[config.mk]
export PLATFORM = sky130hd
export DESIGN_NAME = sync_serial_port
export DESIGN_NICKNAME = d
export VERILOG_FILES = /design/src/hw/sync_serial_port.v
export VERILOG_INCLUDE_DIRS = /design/src /design/src/hw
export SDC_FILE = /design/constraint.sdc
export NUM_CORES = 1
export LEC_CHECK = 0
export ABC_CLOCK_PERIOD_IN_PS = 2200
export BUFFER_PORTS_ARGS = -buffer_cell sky130_fd_sc_hd__buf_2
export CAP_MARGIN = 20
export CORE_UTILIZATION = 35
export CTS_BUF_LIST = sky130_fd_sc_hd__clkbuf_4
export CTS_CLUSTER_DIAMETER = 100
export DETAILED_ROUTE_END_ITERATION = 10
export GPL_TIMING_DRIVEN = 0
export PLACE_DENSITY_LB_ADDON = 0.2
export SLEW_MARGIN = 20
export SYNTH_ARGS = -nofsm -noshare
export SYNTH_HDL_FRONTEND = slang
export SYNTH_SLANG_ARGS = --single-unit
[constraint.sdc]
create_clock -name clk_i -period 2.2 [get_ports clk_i]
set_input_delay 0.22 -clock clk_i [delete_from_list [all_inputs] [get_ports clk_i]]
set_output_delay 0.22 -clock clk_i [all_outputs]
set_load 0.1 [all_outputs]
[src/hw/sync_serial_port_regs.vh]
// Register offsets, field positions and reset values for the synchronous serial port
`ifndef SYNC_SERIAL_PORT_REGS_VH
`define SYNC_SERIAL_PORT_REGS_VH

// Byte offsets on the register bus, one word per register
`define ADDR_RX_STATUS_CONTROL 4'h0
`define ADDR_RX_HOLDING        4'h4
`define ADDR_TX_STATUS_CONTROL 4'h8
`define ADDR_BAUD_CONTROL      4'hC

// Second address nibble group
`define ADDR_DIVISOR_HIGH      5'h10
`define ADDR_DIVISOR_LOW       5'h14
`define ADDR_TX_HOLDING        5'h18
`define ADDR_IRQ_CONTROL       5'h1C

// Receive status/control fields
`define RSC_PORT_EN     7
`define RSC_NINE_BIT    6
`define RSC_SINGLE_EN   5
`define RSC_CONT_EN     4
`define RSC_FRAMING     2
`define RSC_OVERRUN     1
`define RSC_NINTH       0

// Transmit status/control fields
`define TSC_CLK_SOURCE  7
`define TSC_NINE_BIT    6
`define TSC_TX_EN       5
`define TSC_SYNC_MODE   4
`define TSC_SHIFT_EMPTY 1
`define TSC_NINTH       0

// Baud control fields
`define BC_IDLE_POL     4
`define BC_WIDE_DIV     3

// Interrupt control fields (flags read-only, enables writable)
`define IC_RX_IE        0
`define IC_TX_IE        1
`define IC_RX_FLAG      4
`define IC_TX_FLAG      5

// Reset values
`define RESET_BYTE      8'h00
`define RESET_TSC       8'h02

`endif

[src/hw/sync_serial_port.v]
// Synchronous half-duplex serial port with Wishbone register access
// How it works
// - In master mode either receive enable starts clocked reception
// - Sample data on falling shift clock edge
// - Single enable receives one word, then stops
// - Continuous enable receives until software clears it
// - Both enables set behaves as continuous
// - Completed word sets receive flag, maybe interrupt
// - Ninth bit and errors readable in status
// - Holding register read returns 8-bit word
// - Clearing continuous enable clears latched errors
// - Clock source cleared means external shift clock
// - Slave shifts words while chip sleeps
// - Two queued words: first sends, flag stays clear
// - Second word loads, then transmit flag sets
// - Transmit flag with enable wakes chip
// - Slave reception ignores single receive enable
// - Slave continuous reception works in low power
// - Low-power word moves to holding, wakes chip
// - Nine-bit option keeps ninth bit separate
// - Master rate from divisor, eight or sixteen bit
// - Slave transmit matches master transmit
// - Master drives the shift clock pin
// - Idle polarity sets clock pin idle level
// - Transmit flag set on empty, cleared by write
// - Shift empty flag shows empty shift register
`timescale 1ns/1ns
`default_nettype none
`include "sync_serial_port_regs.vh"

module sync_serial_port (
    // Clock and reset
    input  wire        clk_i,
    input  wire        rst_i,
    // Wishbone slave
    input  wire        cyc_i,
    input  wire        stb_i,
    input  wire        we_i,
    input  wire [4:0]  adr_i,
    input  wire [3:0]  sel_i,
    input  wire [31:0] dat_i,
    output reg  [31:0] dat_o,
    output wire        ack_o,
    // Shift clock pin
    input  wire        shift_clock_pin_i,
    output wire        shift_clock_pin_o,
    output wire        shift_clock_pin_oe_o,
    // Serial data pin
    input  wire        serial_data_pin_i,
    output wire        serial_data_pin_o,
    output wire        serial_data_pin_oe_o,
    // Interrupt request and wake-up
    output wire        irq_o
);

    localparam ST_IDLE  = 3'b001;
    localparam ST_SHIFT = 3'b010;
    localparam ST_DONE  = 3'b100;

    // Registers
    reg  [7:0]  rsc_ff;             // port_en, nine, single, cont; low four bits held zero
    reg  [7:0]  tsc_ff;             // clk_src, nine, tx_en, sync
    reg  [7:0]  baud_ff;
    reg  [7:0]  div_hi_ff;
    reg  [7:0]  div_lo_ff;
    reg  [1:0]  ie_ff;
    reg  [7:0]  rx_hold_ff;
    reg         rx_ninth_ff;
    reg         rx_full_ff;         // receive_flag
    reg         overrun_ff;
    reg  [7:0]  tx_hold_ff;
    reg         tx_hold_ninth_ff;
    reg         tx_hold_full_ff;
    reg  [8:0]  tx_shift_ff;
    reg         tx_busy_ff;
    reg  [8:0]  rx_shift_ff;
    reg  [3:0]  bit_cnt_ff;
    reg  [2:0]  state_ff;
    reg         ack_ff;
    reg         sclk_ff;            // Internal master clock level
    reg  [15:0] div_cnt_ff;
    reg         ck_meta_ff;
    reg         ck_sync_ff;
    reg         ck_prev_ff;
    reg         dt_meta_ff;
    reg         dt_sync_ff;

    wire        port_en   = rsc_ff[`RSC_PORT_EN];
    wire        nine_rx   = rsc_ff[`RSC_NINE_BIT];
    wire        single_en = rsc_ff[`RSC_SINGLE_EN];
    wire        cont_en   = rsc_ff[`RSC_CONT_EN];
    wire        master    = tsc_ff[`TSC_CLK_SOURCE];
    wire        nine_tx   = tsc_ff[`TSC_NINE_BIT];
    wire        tx_en     = tsc_ff[`TSC_TX_EN];
    wire        idle_pol  = baud_ff[`BC_IDLE_POL];
    wire        wide_div  = baud_ff[`BC_WIDE_DIV];
    wire        active    = port_en & tsc_ff[`TSC_SYNC_MODE];

    // reception enable; continuous wins; slave ignores single
    wire        rx_mode   = active & (cont_en | (single_en & master));
    wire        tx_mode   = active & tx_en & ~rx_mode & ~(master & single_en);

    // Bus decode
    wire        bus_req   = cyc_i & stb_i & ~ack_ff;
    wire        wr_req    = bus_req & we_i & sel_i[0];
    wire        rd_req    = bus_req & ~we_i;
    wire        wr_rsc    = wr_req & (adr_i == {1'b0, `ADDR_RX_STATUS_CONTROL});
    wire        wr_tsc    = wr_req & (adr_i == {1'b0, `ADDR_TX_STATUS_CONTROL});
    wire        wr_baud   = wr_req & (adr_i == {1'b0, `ADDR_BAUD_CONTROL});
    wire        wr_hi     = wr_req & (adr_i == `ADDR_DIVISOR_HIGH);
    wire        wr_lo     = wr_req & (adr_i == `ADDR_DIVISOR_LOW);
    wire        wr_txh    = wr_req & (adr_i == `ADDR_TX_HOLDING);
    wire        wr_irq    = wr_req & (adr_i == `ADDR_IRQ_CONTROL);
    wire        rd_rxh    = rd_req & (adr_i == {1'b0, `ADDR_RX_HOLDING});

    wire [15:0] div_val   = wide_div ? {div_hi_ff, div_lo_ff} : {8'h00, div_lo_ff};

    // Shift clock edges: master from divider, slave from synchronised pin
    wire        div_tick  = (div_cnt_ff == div_val);
    wire        run_clk   = master & (state_ff == ST_SHIFT);
    wire        m_rise    = run_clk & div_tick & ~sclk_ff;
    wire        m_fall    = run_clk & div_tick & sclk_ff;
    wire        s_rise    = ~master & ck_sync_ff & ~ck_prev_ff;
    wire        s_fall    = ~master & ~ck_sync_ff & ck_prev_ff;
    wire        sh_rise   = m_rise | s_rise;
    wire        sh_fall   = m_fall | s_fall;

    wire [3:0]  rx_bits   = nine_rx ? 4'h9 : 4'h8;
    wire [3:0]  tx_bits   = nine_tx ? 4'h9 : 4'h8;
    wire [3:0]  last_bit  = rx_mode ? rx_bits : tx_bits;
    wire        word_end  = sh_fall & (bit_cnt_ff == last_bit - 4'h1);
    wire        rx_done   = word_end & rx_mode;
    wire        tx_done   = word_end & ~rx_mode;
    wire        tx_load   = tx_hold_full_ff & ~tx_busy_ff & tx_mode & (state_ff == ST_IDLE);

    // master drives clock; idle polarity; slave releases pin
    assign shift_clock_pin_oe_o = active & master;
    assign shift_clock_pin_o    = sclk_ff ^ idle_pol;
    assign serial_data_pin_oe_o = active & tx_busy_ff & ~rx_mode;
    assign serial_data_pin_o    = tx_shift_ff[0];
    assign ack_o                = ack_ff;

    // flags gated by enables form the wake-up interrupt
    assign irq_o = (rx_full_ff & ie_ff[`IC_RX_IE]) | (~tx_hold_full_ff & ie_ff[`IC_TX_IE] & active & tx_en);

    // Two-flop synchronisers for the pin inputs
    always @(posedge clk_i) begin
        if (rst_i) begin
            ck_meta_ff <= 1'b0;
            ck_sync_ff <= 1'b0;
            ck_prev_ff <= 1'b0;
            dt_meta_ff <= 1'b0;
            dt_sync_ff <= 1'b0;
        end else begin
            ck_meta_ff <= shift_clock_pin_i ^ idle_pol;  // Normalise to idle-low
            ck_sync_ff <= ck_meta_ff;
            ck_prev_ff <= ck_sync_ff;
            dt_meta_ff <= serial_data_pin_i;
            dt_sync_ff <= dt_meta_ff;
        end
    end

    // Master divider: half period of the shift clock per divisor reload
    always @(posedge clk_i) begin
        if (rst_i) begin
            div_cnt_ff <= 16'h0000;
            sclk_ff    <= 1'b0;
        end else if (!run_clk) begin
            // clock parks at idle level when not shifting
            div_cnt_ff <= 16'h0000;
            sclk_ff    <= 1'b0;
        end else if (div_tick) begin
            div_cnt_ff <= 16'h0000;
            sclk_ff    <= ~sclk_ff;
        end else begin
            div_cnt_ff <= div_cnt_ff + 16'h0001;
        end
    end

    // Word sequencer
    always @(posedge clk_i) begin
        if (rst_i) begin
            state_ff    <= ST_IDLE;
            bit_cnt_ff  <= 4'h0;
            rx_shift_ff <= 9'h000;
            tx_shift_ff <= 9'h000;
            tx_busy_ff  <= 1'b0;
        end else begin
            case (state_ff)
                ST_IDLE: begin
                    bit_cnt_ff <= 4'h0;
                    if (tx_load) begin
                        tx_shift_ff <= {tx_hold_ninth_ff, tx_hold_ff};
                        tx_busy_ff  <= 1'b1;
                        state_ff    <= ST_SHIFT;
                    // slave reception runs off the outside clock
                    end else if (rx_mode) begin
                        state_ff <= ST_SHIFT;
                    end
                end
                ST_SHIFT: begin
                    if (!(rx_mode | tx_busy_ff) || !active) begin
                        tx_busy_ff <= 1'b0;
                        state_ff   <= ST_IDLE;
                    end else if (sh_fall) begin
                        bit_cnt_ff <= bit_cnt_ff + 4'h1;
                        // sample on falling shift clock edge
                        if (rx_mode) begin
                            rx_shift_ff <= {dt_sync_ff, rx_shift_ff[8:1]};
                        end else begin
                            tx_shift_ff <= {1'b0, tx_shift_ff[8:1]};
                        end
                        if (word_end) begin
                            state_ff <= ST_DONE;
                        end
                    end
                end
                ST_DONE: begin
                    tx_busy_ff <= 1'b0;
                    state_ff   <= ST_IDLE;
                end
                default: begin
                    state_ff <= ST_IDLE;
                end
            endcase
        end
    end

    // Completed-word alignment: nine-bit words have eight data bits shifted in, eight-bit take the last from the line
    wire [7:0] rx_byte  = nine_rx ? rx_shift_ff[8:1] : {dt_sync_ff, rx_shift_ff[8:2]};
    wire       rx_ninth = dt_sync_ff;

    // Receive holding, flags and errors
    always @(posedge clk_i) begin
        if (rst_i) begin
            rx_hold_ff  <= `RESET_BYTE;
            rx_ninth_ff <= 1'b0;
            rx_full_ff  <= 1'b0;
            overrun_ff  <= 1'b0;
        end else begin
            // overrun keeps old word and discards the new
            if (rx_done && rx_full_ff && !rd_rxh) begin
                overrun_ff <= 1'b1;
            end else if (wr_rsc && !dat_i[`RSC_CONT_EN]) begin
                overrun_ff <= 1'b0;
            end
            // word moves to holding, flag set wins over read
            if (rx_done && (!rx_full_ff || rd_rxh)) begin
                rx_hold_ff  <= rx_byte;
                rx_ninth_ff <= nine_rx & rx_ninth;
                rx_full_ff  <= 1'b1;
            end else if (rd_rxh) begin
                rx_full_ff <= 1'b0;
            end
        end
    end

    // Transmit holding register
    always @(posedge clk_i) begin
        if (rst_i) begin
            tx_hold_ff       <= `RESET_BYTE;
            tx_hold_ninth_ff <= 1'b0;
            tx_hold_full_ff  <= 1'b0;
        end else if (wr_txh) begin
            // only a data write clears the transmit flag
            tx_hold_ff       <= dat_i[7:0];
            tx_hold_ninth_ff <= tsc_ff[`TSC_NINTH];
            tx_hold_full_ff  <= 1'b1;
        end else if (tx_load) begin
            tx_hold_full_ff <= 1'b0;
        end
    end

    // Control registers
    always @(posedge clk_i) begin
        if (rst_i) begin
            rsc_ff    <= `RESET_BYTE;
            tsc_ff    <= `RESET_BYTE;
            baud_ff   <= `RESET_BYTE;
            div_hi_ff <= `RESET_BYTE;
            div_lo_ff <= `RESET_BYTE;
            ie_ff     <= 2'b00;
        end else begin
            if (wr_rsc) begin
                rsc_ff <= {dat_i[7:4], 4'h0};
            // single receive drops itself after one word
            end else if (rx_done && !cont_en) begin
                rsc_ff[`RSC_SINGLE_EN] <= 1'b0;
            end
            if (wr_tsc) begin
                tsc_ff <= {dat_i[7:4], 3'b000, dat_i[0]};
            end
            if (wr_baud) begin
                baud_ff <= {3'b000, dat_i[4:3], 3'b000};
            end
            if (wr_hi) begin
                div_hi_ff <= dat_i[7:0];
            end
            if (wr_lo) begin
                div_lo_ff <= dat_i[7:0];
            end
            if (wr_irq) begin
                ie_ff <= dat_i[1:0];
            end
        end
    end

    // Bus answer: one wait cycle, reads registered with the ack
    always @(posedge clk_i) begin
        if (rst_i) begin
            ack_ff <= 1'b0;
            dat_o  <= 32'h0000_0000;
        end else begin
            ack_ff <= bus_req;
            dat_o  <= 32'h0000_0000;
            if (rd_req) begin
                case (adr_i)
                    // ninth bit and errors in status
                    {1'b0, `ADDR_RX_STATUS_CONTROL}: dat_o[7:0] <= {rsc_ff[7:4], 1'b0, 1'b0, overrun_ff, rx_ninth_ff};
                    {1'b0, `ADDR_RX_HOLDING}:        dat_o[7:0] <= rx_hold_ff;
                    {1'b0, `ADDR_TX_STATUS_CONTROL}: dat_o[7:0] <= {tsc_ff[7:4], 2'b00, ~tx_busy_ff, tsc_ff[0]};
                    {1'b0, `ADDR_BAUD_CONTROL}:      dat_o[7:0] <= baud_ff;
                    `ADDR_DIVISOR_HIGH:              dat_o[7:0] <= div_hi_ff;
                    `ADDR_DIVISOR_LOW:               dat_o[7:0] <= div_lo_ff;
                    `ADDR_IRQ_CONTROL:               dat_o[7:0] <= {2'b00, ~tx_hold_full_ff, rx_full_ff, 2'b00, ie_ff};
                    default:                         dat_o[7:0] <= 8'h00;
                endcase
            end
        end
    end

endmodule // sync_serial_port
`default_nettype wire

Yosys cells after proc, flatten, opt, wreduce, memory -nomap -nowiden

Index checks and enable logic that the tools add are counted.

Bits of input ports: 48
Output and inout bits: 38
Logic and storage cells: 166
Register bits after elaboration: 131

Bitwise operators: 55
Equal/unequal tests: 20
Muxes and demuxes: 31
Add/subtract/negate cells: 3
Reductions and logical operators: 28

Operators with widths:

| kind                                                                     | count |
|---|---|
| 8-bit one-hot mux with 7 select lines                                    | 1 |
| 1-bit AND                                                                | 37 |
| 9-bit two-way mux                                                        | 4 |
| 5-bit == test (second input constant)                                    | 4 |
| 9-bit one-hot mux with 2 select lines                                    | 1 |
| 16-bit by 1-bit adder with 16-bit output (second input constant)         | 1 |
| 16-bit == test                                                           | 1 |
| 16-bit two-way mux                                                       | 1 |
| 3-bit two-way mux                                                        | 5 |
| 1-bit two-way mux                                                        | 13 |
| 1-bit inverter                                                           | 12 |
| 5-bit by 4-bit == test with 1-bit output (second input constant)         | 2 |
| 2-bit nonzero test                                                       | 5 |
| 3-bit AND reduction                                                      | 3 |
| 4-bit two-way mux                                                        | 2 |
| 8-bit two-way mux                                                        | 1 |
| 2-bit inequality test (second input constant)                            | 4 |
| 4-bit one-hot mux with 2 select lines                                    | 1 |
| 1-bit zero test                                                          | 6 |
| 3-bit by 2-bit inequality test with 1-bit output (second input constant) | 2 |
| 3-bit one-hot mux with 2 select lines                                    | 1 |
| 5-bit by 3-bit == test with 1-bit output (second input constant)         | 1 |
| 1-bit logical AND                                                        | 5 |
| 5-bit zero test                                                          | 1 |
| 17 further kinds                                                         | 23 |

Depth between registers and ports, before layout

Word-level depth: 11
Depth in mapped cells: 9
Gate-level depth less buffers: 7

Worst setup path after synthesis

OpenSTA, ideal clock, no wires.

Path kind: register to output
From: reg rsc_ff[7]
To: out irq_o
Required time: 1980 ps
Path slack: -794 ps
Path buffers: 1
Arrival time: 2774 ps
Stages on the path, launching flop included: 5
Path through: dfxtp_1 and2_1 clkbuf_2 nand3_1 o21ai_0

Longest elaborated chain between the ends: 4

Ends and longest elaborated chain:

| item                   | line                   | RTL |
|---|---|---|
| start, declared        | sync_serial_port.v:61  | `reg [7:0] rsc_ff;` |
| start signal, assigned | sync_serial_port.v:277 | `` rsc_ff <= `RESET_BYTE; `` |
| start signal, assigned | sync_serial_port.v:285 | `rsc_ff <= {dat_i[7:4], 4'h0};` |
| 1-bit AND              | sync_serial_port.v:97  | `` wire active = port_en & tsc_ff[`TSC_SYNC_MODE]; `` |
| 1-bit AND (2 in a row) | sync_serial_port.v:144 | `` assign irq_o = (rx_full_ff & ie_ff[`IC_RX_IE]) \| (~tx_hold_full_ff & ie_ff[`IC_TX_IE] & active & tx_en); `` |
| 1-bit bitwise OR       | sync_serial_port.v:144 |  |
| end, declared          | sync_serial_port.v:53  | `output wire irq_o` |

No other way between the ends.

Worst setup path after layout

From: reg div_cnt_ff[13]
To: reg tx_shift_ff[1]

Longest elaborated chain between the ends: 6

Ends and longest elaborated chain:

| item                                   | line                   | RTL |
|---|---|---|
| start, declared                        | sync_serial_port.v:81  | `reg [15:0] div_cnt_ff;` |
| start signal, assigned                 | sync_serial_port.v:176 | `div_cnt_ff <= div_cnt_ff + 16'h0001;` |
| 16-bit == test                         | sync_serial_port.v:119 | `wire div_tick = (div_cnt_ff == div_val);` |
| 1-bit AND (2 in a row)                 | sync_serial_port.v:122 | `wire m_fall = run_clk & div_tick & sclk_ff;` |
| 1-bit bitwise OR                       | sync_serial_port.v:126 | `wire sh_fall = m_fall \| s_fall;` |
| 2-bit inequality test (no source line) | -                      |  |
| 5-bit AND reduction (no source line)   | -                      |  |
| end signal, assigned                   | sync_serial_port.v:193 | `tx_shift_ff <= {tx_hold_ninth_ff, tx_hold_ff};` |
| end signal, assigned                   | sync_serial_port.v:211 | `tx_shift_ff <= {1'b0, tx_shift_ff[8:1]};` |
| end, declared                          | sync_serial_port.v:74  | `reg [8:0] tx_shift_ff;` |

No other way between the ends.
A chain may end at the register's enable or synchronous reset.

==> flow_metrics.env <==
export IMPL_ys_ff_latch=106
export IMPL_fmax_mhz=474
export IMPL_dieHeight_um=124
export IMPL_cts_root_buf="clkbuf_4"
export IMPL_slew_viol_final=0
export IMPL_rows=44
export IMPL_layout_cells_non_filler=843
export IMPL_grt_pass1_vias=3893
export IMPL_place_congestion=0.846
export IMPL_synth_async_reset_ratio=0
export IMPL_drtIter0Drc=280
export IMPL_synth_edf_count=0
export IMPL_fin_nets=704
export IMPL_cts_sinks=106
export IMPL_placed_cells=819
export IMPL_final_util=0.410
export IMPL_die_x_um=124
export IMPL_finalClockSkew_ns=0.0365
export IMPL_worst_pin_slew_ns=0.797
export IMPL_slew_headroom=0.466
export IMPL_ys_seq_area_frac=0.409
export IMPL_drv_cap=0
export IMPL_drive_above_1_share=0.203
export IMPL_start_util=0.358
export IMPL_diodes=0
export IMPL_ys_flop_type="dfxtp_1"
export IMPL_overflow=0
export IMPL_period_needed_ns=2.11
export IMPL_clock_path_buffers=2
export IMPL_drtPass1Iterations=8
export IMPL_hold_class="in -> reg"
export IMPL_yosys_warnings=0
export IMPL_synth_cells=579
export IMPL_port_buffers=33
export IMPL_outcome="finished, final reports clean"
export IMPL_grt_pass1_wl_mm=20.1
export IMPL_antenna_found_initial=0
export IMPL_yosys_cell_types_count=64
export IMPL_critPathLaunchType="flop"
export IMPL_area_growth_pct=14.4
export IMPL_avgSynthCellArea_um2=8.96
export IMPL_wl_per_cell_um=15.4
export IMPL_wirelength_mm=13.0
export IMPL_rsz0062_at_grt="yes"
export IMPL_required_ns=2.59
export IMPL_cts_tree="built"
export IMPL_grt_max_degree=19
export IMPL_vdd_drop_max_uv=225
export IMPL_drc=0
export IMPL_fp_coreArea_mm2=0.0145
export IMPL_vias=4191
export IMPL_numCtsBuffers=9
export IMPL_postRouteAntennaNets=0
export IMPL_grt_use_total=0.173
export IMPL_endpoint_kind="flop"
export IMPL_power_leakage_uw=0.00231
export IMPL_hold_viol=0
export IMPL_clk_latency_ns=0.49
export IMPL_num_io_pins=86
export IMPL_viasPerCell=4.97
export IMPL_die_area_mm2=0.0153
export IMPL_cp_max_fo=9
export IMPL_worstSetupPathType="reg -> reg"
export IMPL_setup_violations=0
export IMPL_htreeDepth=3
export IMPL_hpwl_mm=9.95
export IMPL_clk_pin_slew_worst_paths_ns=0.19
export IMPL_synthesis_area_mm2=0.00519
export IMPL_powerDensity_mw_per_mm2=573
export IMPL_period_share=0.959
export IMPL_crit_arrival_ns=2.50
-- registers in the layout, indices dropped and copies added, names as in the netlist, 2 cells and up --
| signal | flops |
|---|---|
| div_cnt_ff | 16 |
| tx_shift_ff | 9 |
| dat_o | 8 |
| div_hi_ff | 8 |
| div_lo_ff | 8 |
| rx_hold_ff | 8 |
| rx_shift_ff | 8 |
| tx_hold_ff | 8 |
| tsc_ff | 5 |
| bit_cnt_ff | 4 |
| rsc_ff | 4 |
| state_ff | 3 |
| baud_ff | 2 |
| ie_ff | 2 |
-- metal layers --
metal  track usage  part of all wire  routed length (um)  up-vias
li1              -                 -                   -     2113
met1         0.224              0.46                5980     1956
met2         0.286              0.47                6100      105
met3        0.0311             0.053                 684       17
met4        0.0655             0.018                 238        0
met5             0                 0                   0        -
-- worst paths after layout --
| kind | endpoint | cells after the start | startpoint | slack [ns] |
|---|---|---|---|---|
| worst min register to register | ck_sync_ff$_SDFF_PP0_ | 1 | ck_meta_ff$_SDFF_PP0_ | 0.45 |
| worst max-delay path | tx_shift_ff[1]$_SDFFE_PP0P_ | 9 | div_cnt_ff[13]$_SDFF_PP0_ | 0.09 |
| worst min-delay path | tx_hold_ff[6]$_SDFFE_PP0P_ | 3 | dat_i[6] | 0.01 |
| worst max register to register | tx_shift_ff[1]$_SDFFE_PP0P_ | 9 | div_cnt_ff[13]$_SDFF_PP0_ | 0.09 |
-- cell usage after synthesis, drive strengths merged, types with 3 or more instances --
cell | instances | area [um^2]
a21o | 3 | 22.5
a21oi | 32 | 160
a222oi | 6 | 60.1
a22oi | 8 | 65.1
a31o | 3 | 26.3
and2 | 6 | 38.8
and3 | 9 | 57.6
buf | 34 | 248
clkbuf | 17 | 66.3
dfxtp | 106 | 2120
inv | 5 | 18.8
mux2 | 17 | 221
mux2i | 54 | 541
nand2 | 79 | 297
nand3 | 16 | 90.1
nand4 | 12 | 81.3
nor2 | 70 | 263
nor2b | 14 | 87.6
nor3 | 12 | 91.3
o21ai | 11 | 55.1
or3 | 5 | 36.3
xnor2 | 20 | 175
xor2 | 9 | 78.8
-- cell usage in the layout, fill, tap and decap left out, drive strengths merged, types with 2 or more instances in the layout --
cell type      n
clkinv         2
and2           6
ha             2
dlygate4sd3    2
inv            7
xor2           9
and4bb         2
nor4bb         2
nand2b         2
nor3          12
buf           72
and3           9
nand4         12
a21bo          2
nand3         16
o21ai         11
conb          24
dfxtp        106
mux2i         54
clkbuf        27
nand2         79
mux2          17
a22oi          8
a21o           3
clkinvlp       2
or3            5
xnor2         20
nor2          70
nor2b         14
nor3b          2
a21oi         32
a222oi         6
a31o           3
-- through the flow --
| stage | power [uW] | TNS (ns) | setup slack, ns | hold WS, ns | area [um^2] |
|---|---|---|---|---|---|
| after detailed placement | 2400 | -3.71 | -0.281 | 0.428 | 5680 |
| after global placement | 2390 | -2.46 | -0.248 | 0.422 | 5680 |
| final | 3410 | 0 | 0.0911 | 0.0142 | 5940 |
| after CTS | 3420 | 0 | 0.0113 | 0.00467 | 5870 |
| after global routing | 3510 | -0.00376 | -0.00248 | 0.00964 | 5940 |
| after floorplan | 2320 | 0 | 0.0645 | 0.347 | 5280 |
-- layout make-up --
class / instances / area, um^2
fillers: 1435 / 8540
multi-input cells: 440 / 2870
repair buffers: 41 / 236
clock inverters: 7 / 76.3
clock buffers: 9 / 67.6
inverters: 5 / 18.8
flip-flops and latches: 106 / 2130
plain buffers: 51 / 317
well taps: 184 / 230
-- cells by family after synthesis --
logic type | after synthesis | synth area share
flip-flops | 106 | 0.409
buffers and inverters | 56 | 0.0641
other | 1 | 0.000723
XOR/XNOR | 29 | 0.0489
AO/OA/AOI/OAI | 77 | 0.0984
AND/OR/NAND/NOR | 236 | 0.223
adder cells (fa/ha/maj) | 2 | 0.00482
multiplexers | 72 | 0.151
-- critical path: stages (launching register included) --
cell and delay (ns):
dfxtp_2 0.35, buf_6 0.13, xnor2_2 0.12, nand4_1 0.18, a211oi_4 0.29, buf_6 0.16, nand4_4 0.09, a31o_1 0.25
buf_6 0.15, mux2_4 0.30
-- repair_timing --
action | CTS | global route
gates resized for setup | 4 | 12
buffers inserted | 2 | 4
hold buffers | 1 | 1
setup endpoints to repair | 19 | 37
pin swaps | 2 | 5
endpoints found under the hold margin | 1 | 1
-- where the power goes --
| group | leakage [uW] | switching, uW | internal (uW) |
|---|---|---|---|
| Combinational | 0.00138 | 322 | 100 |
| Sequential | 0.000857 | 8.51 | 1930 |
| Clock | 0.0000729 | 690 | 354 |
Note: power is estimated with default switching activity, not from simulation.
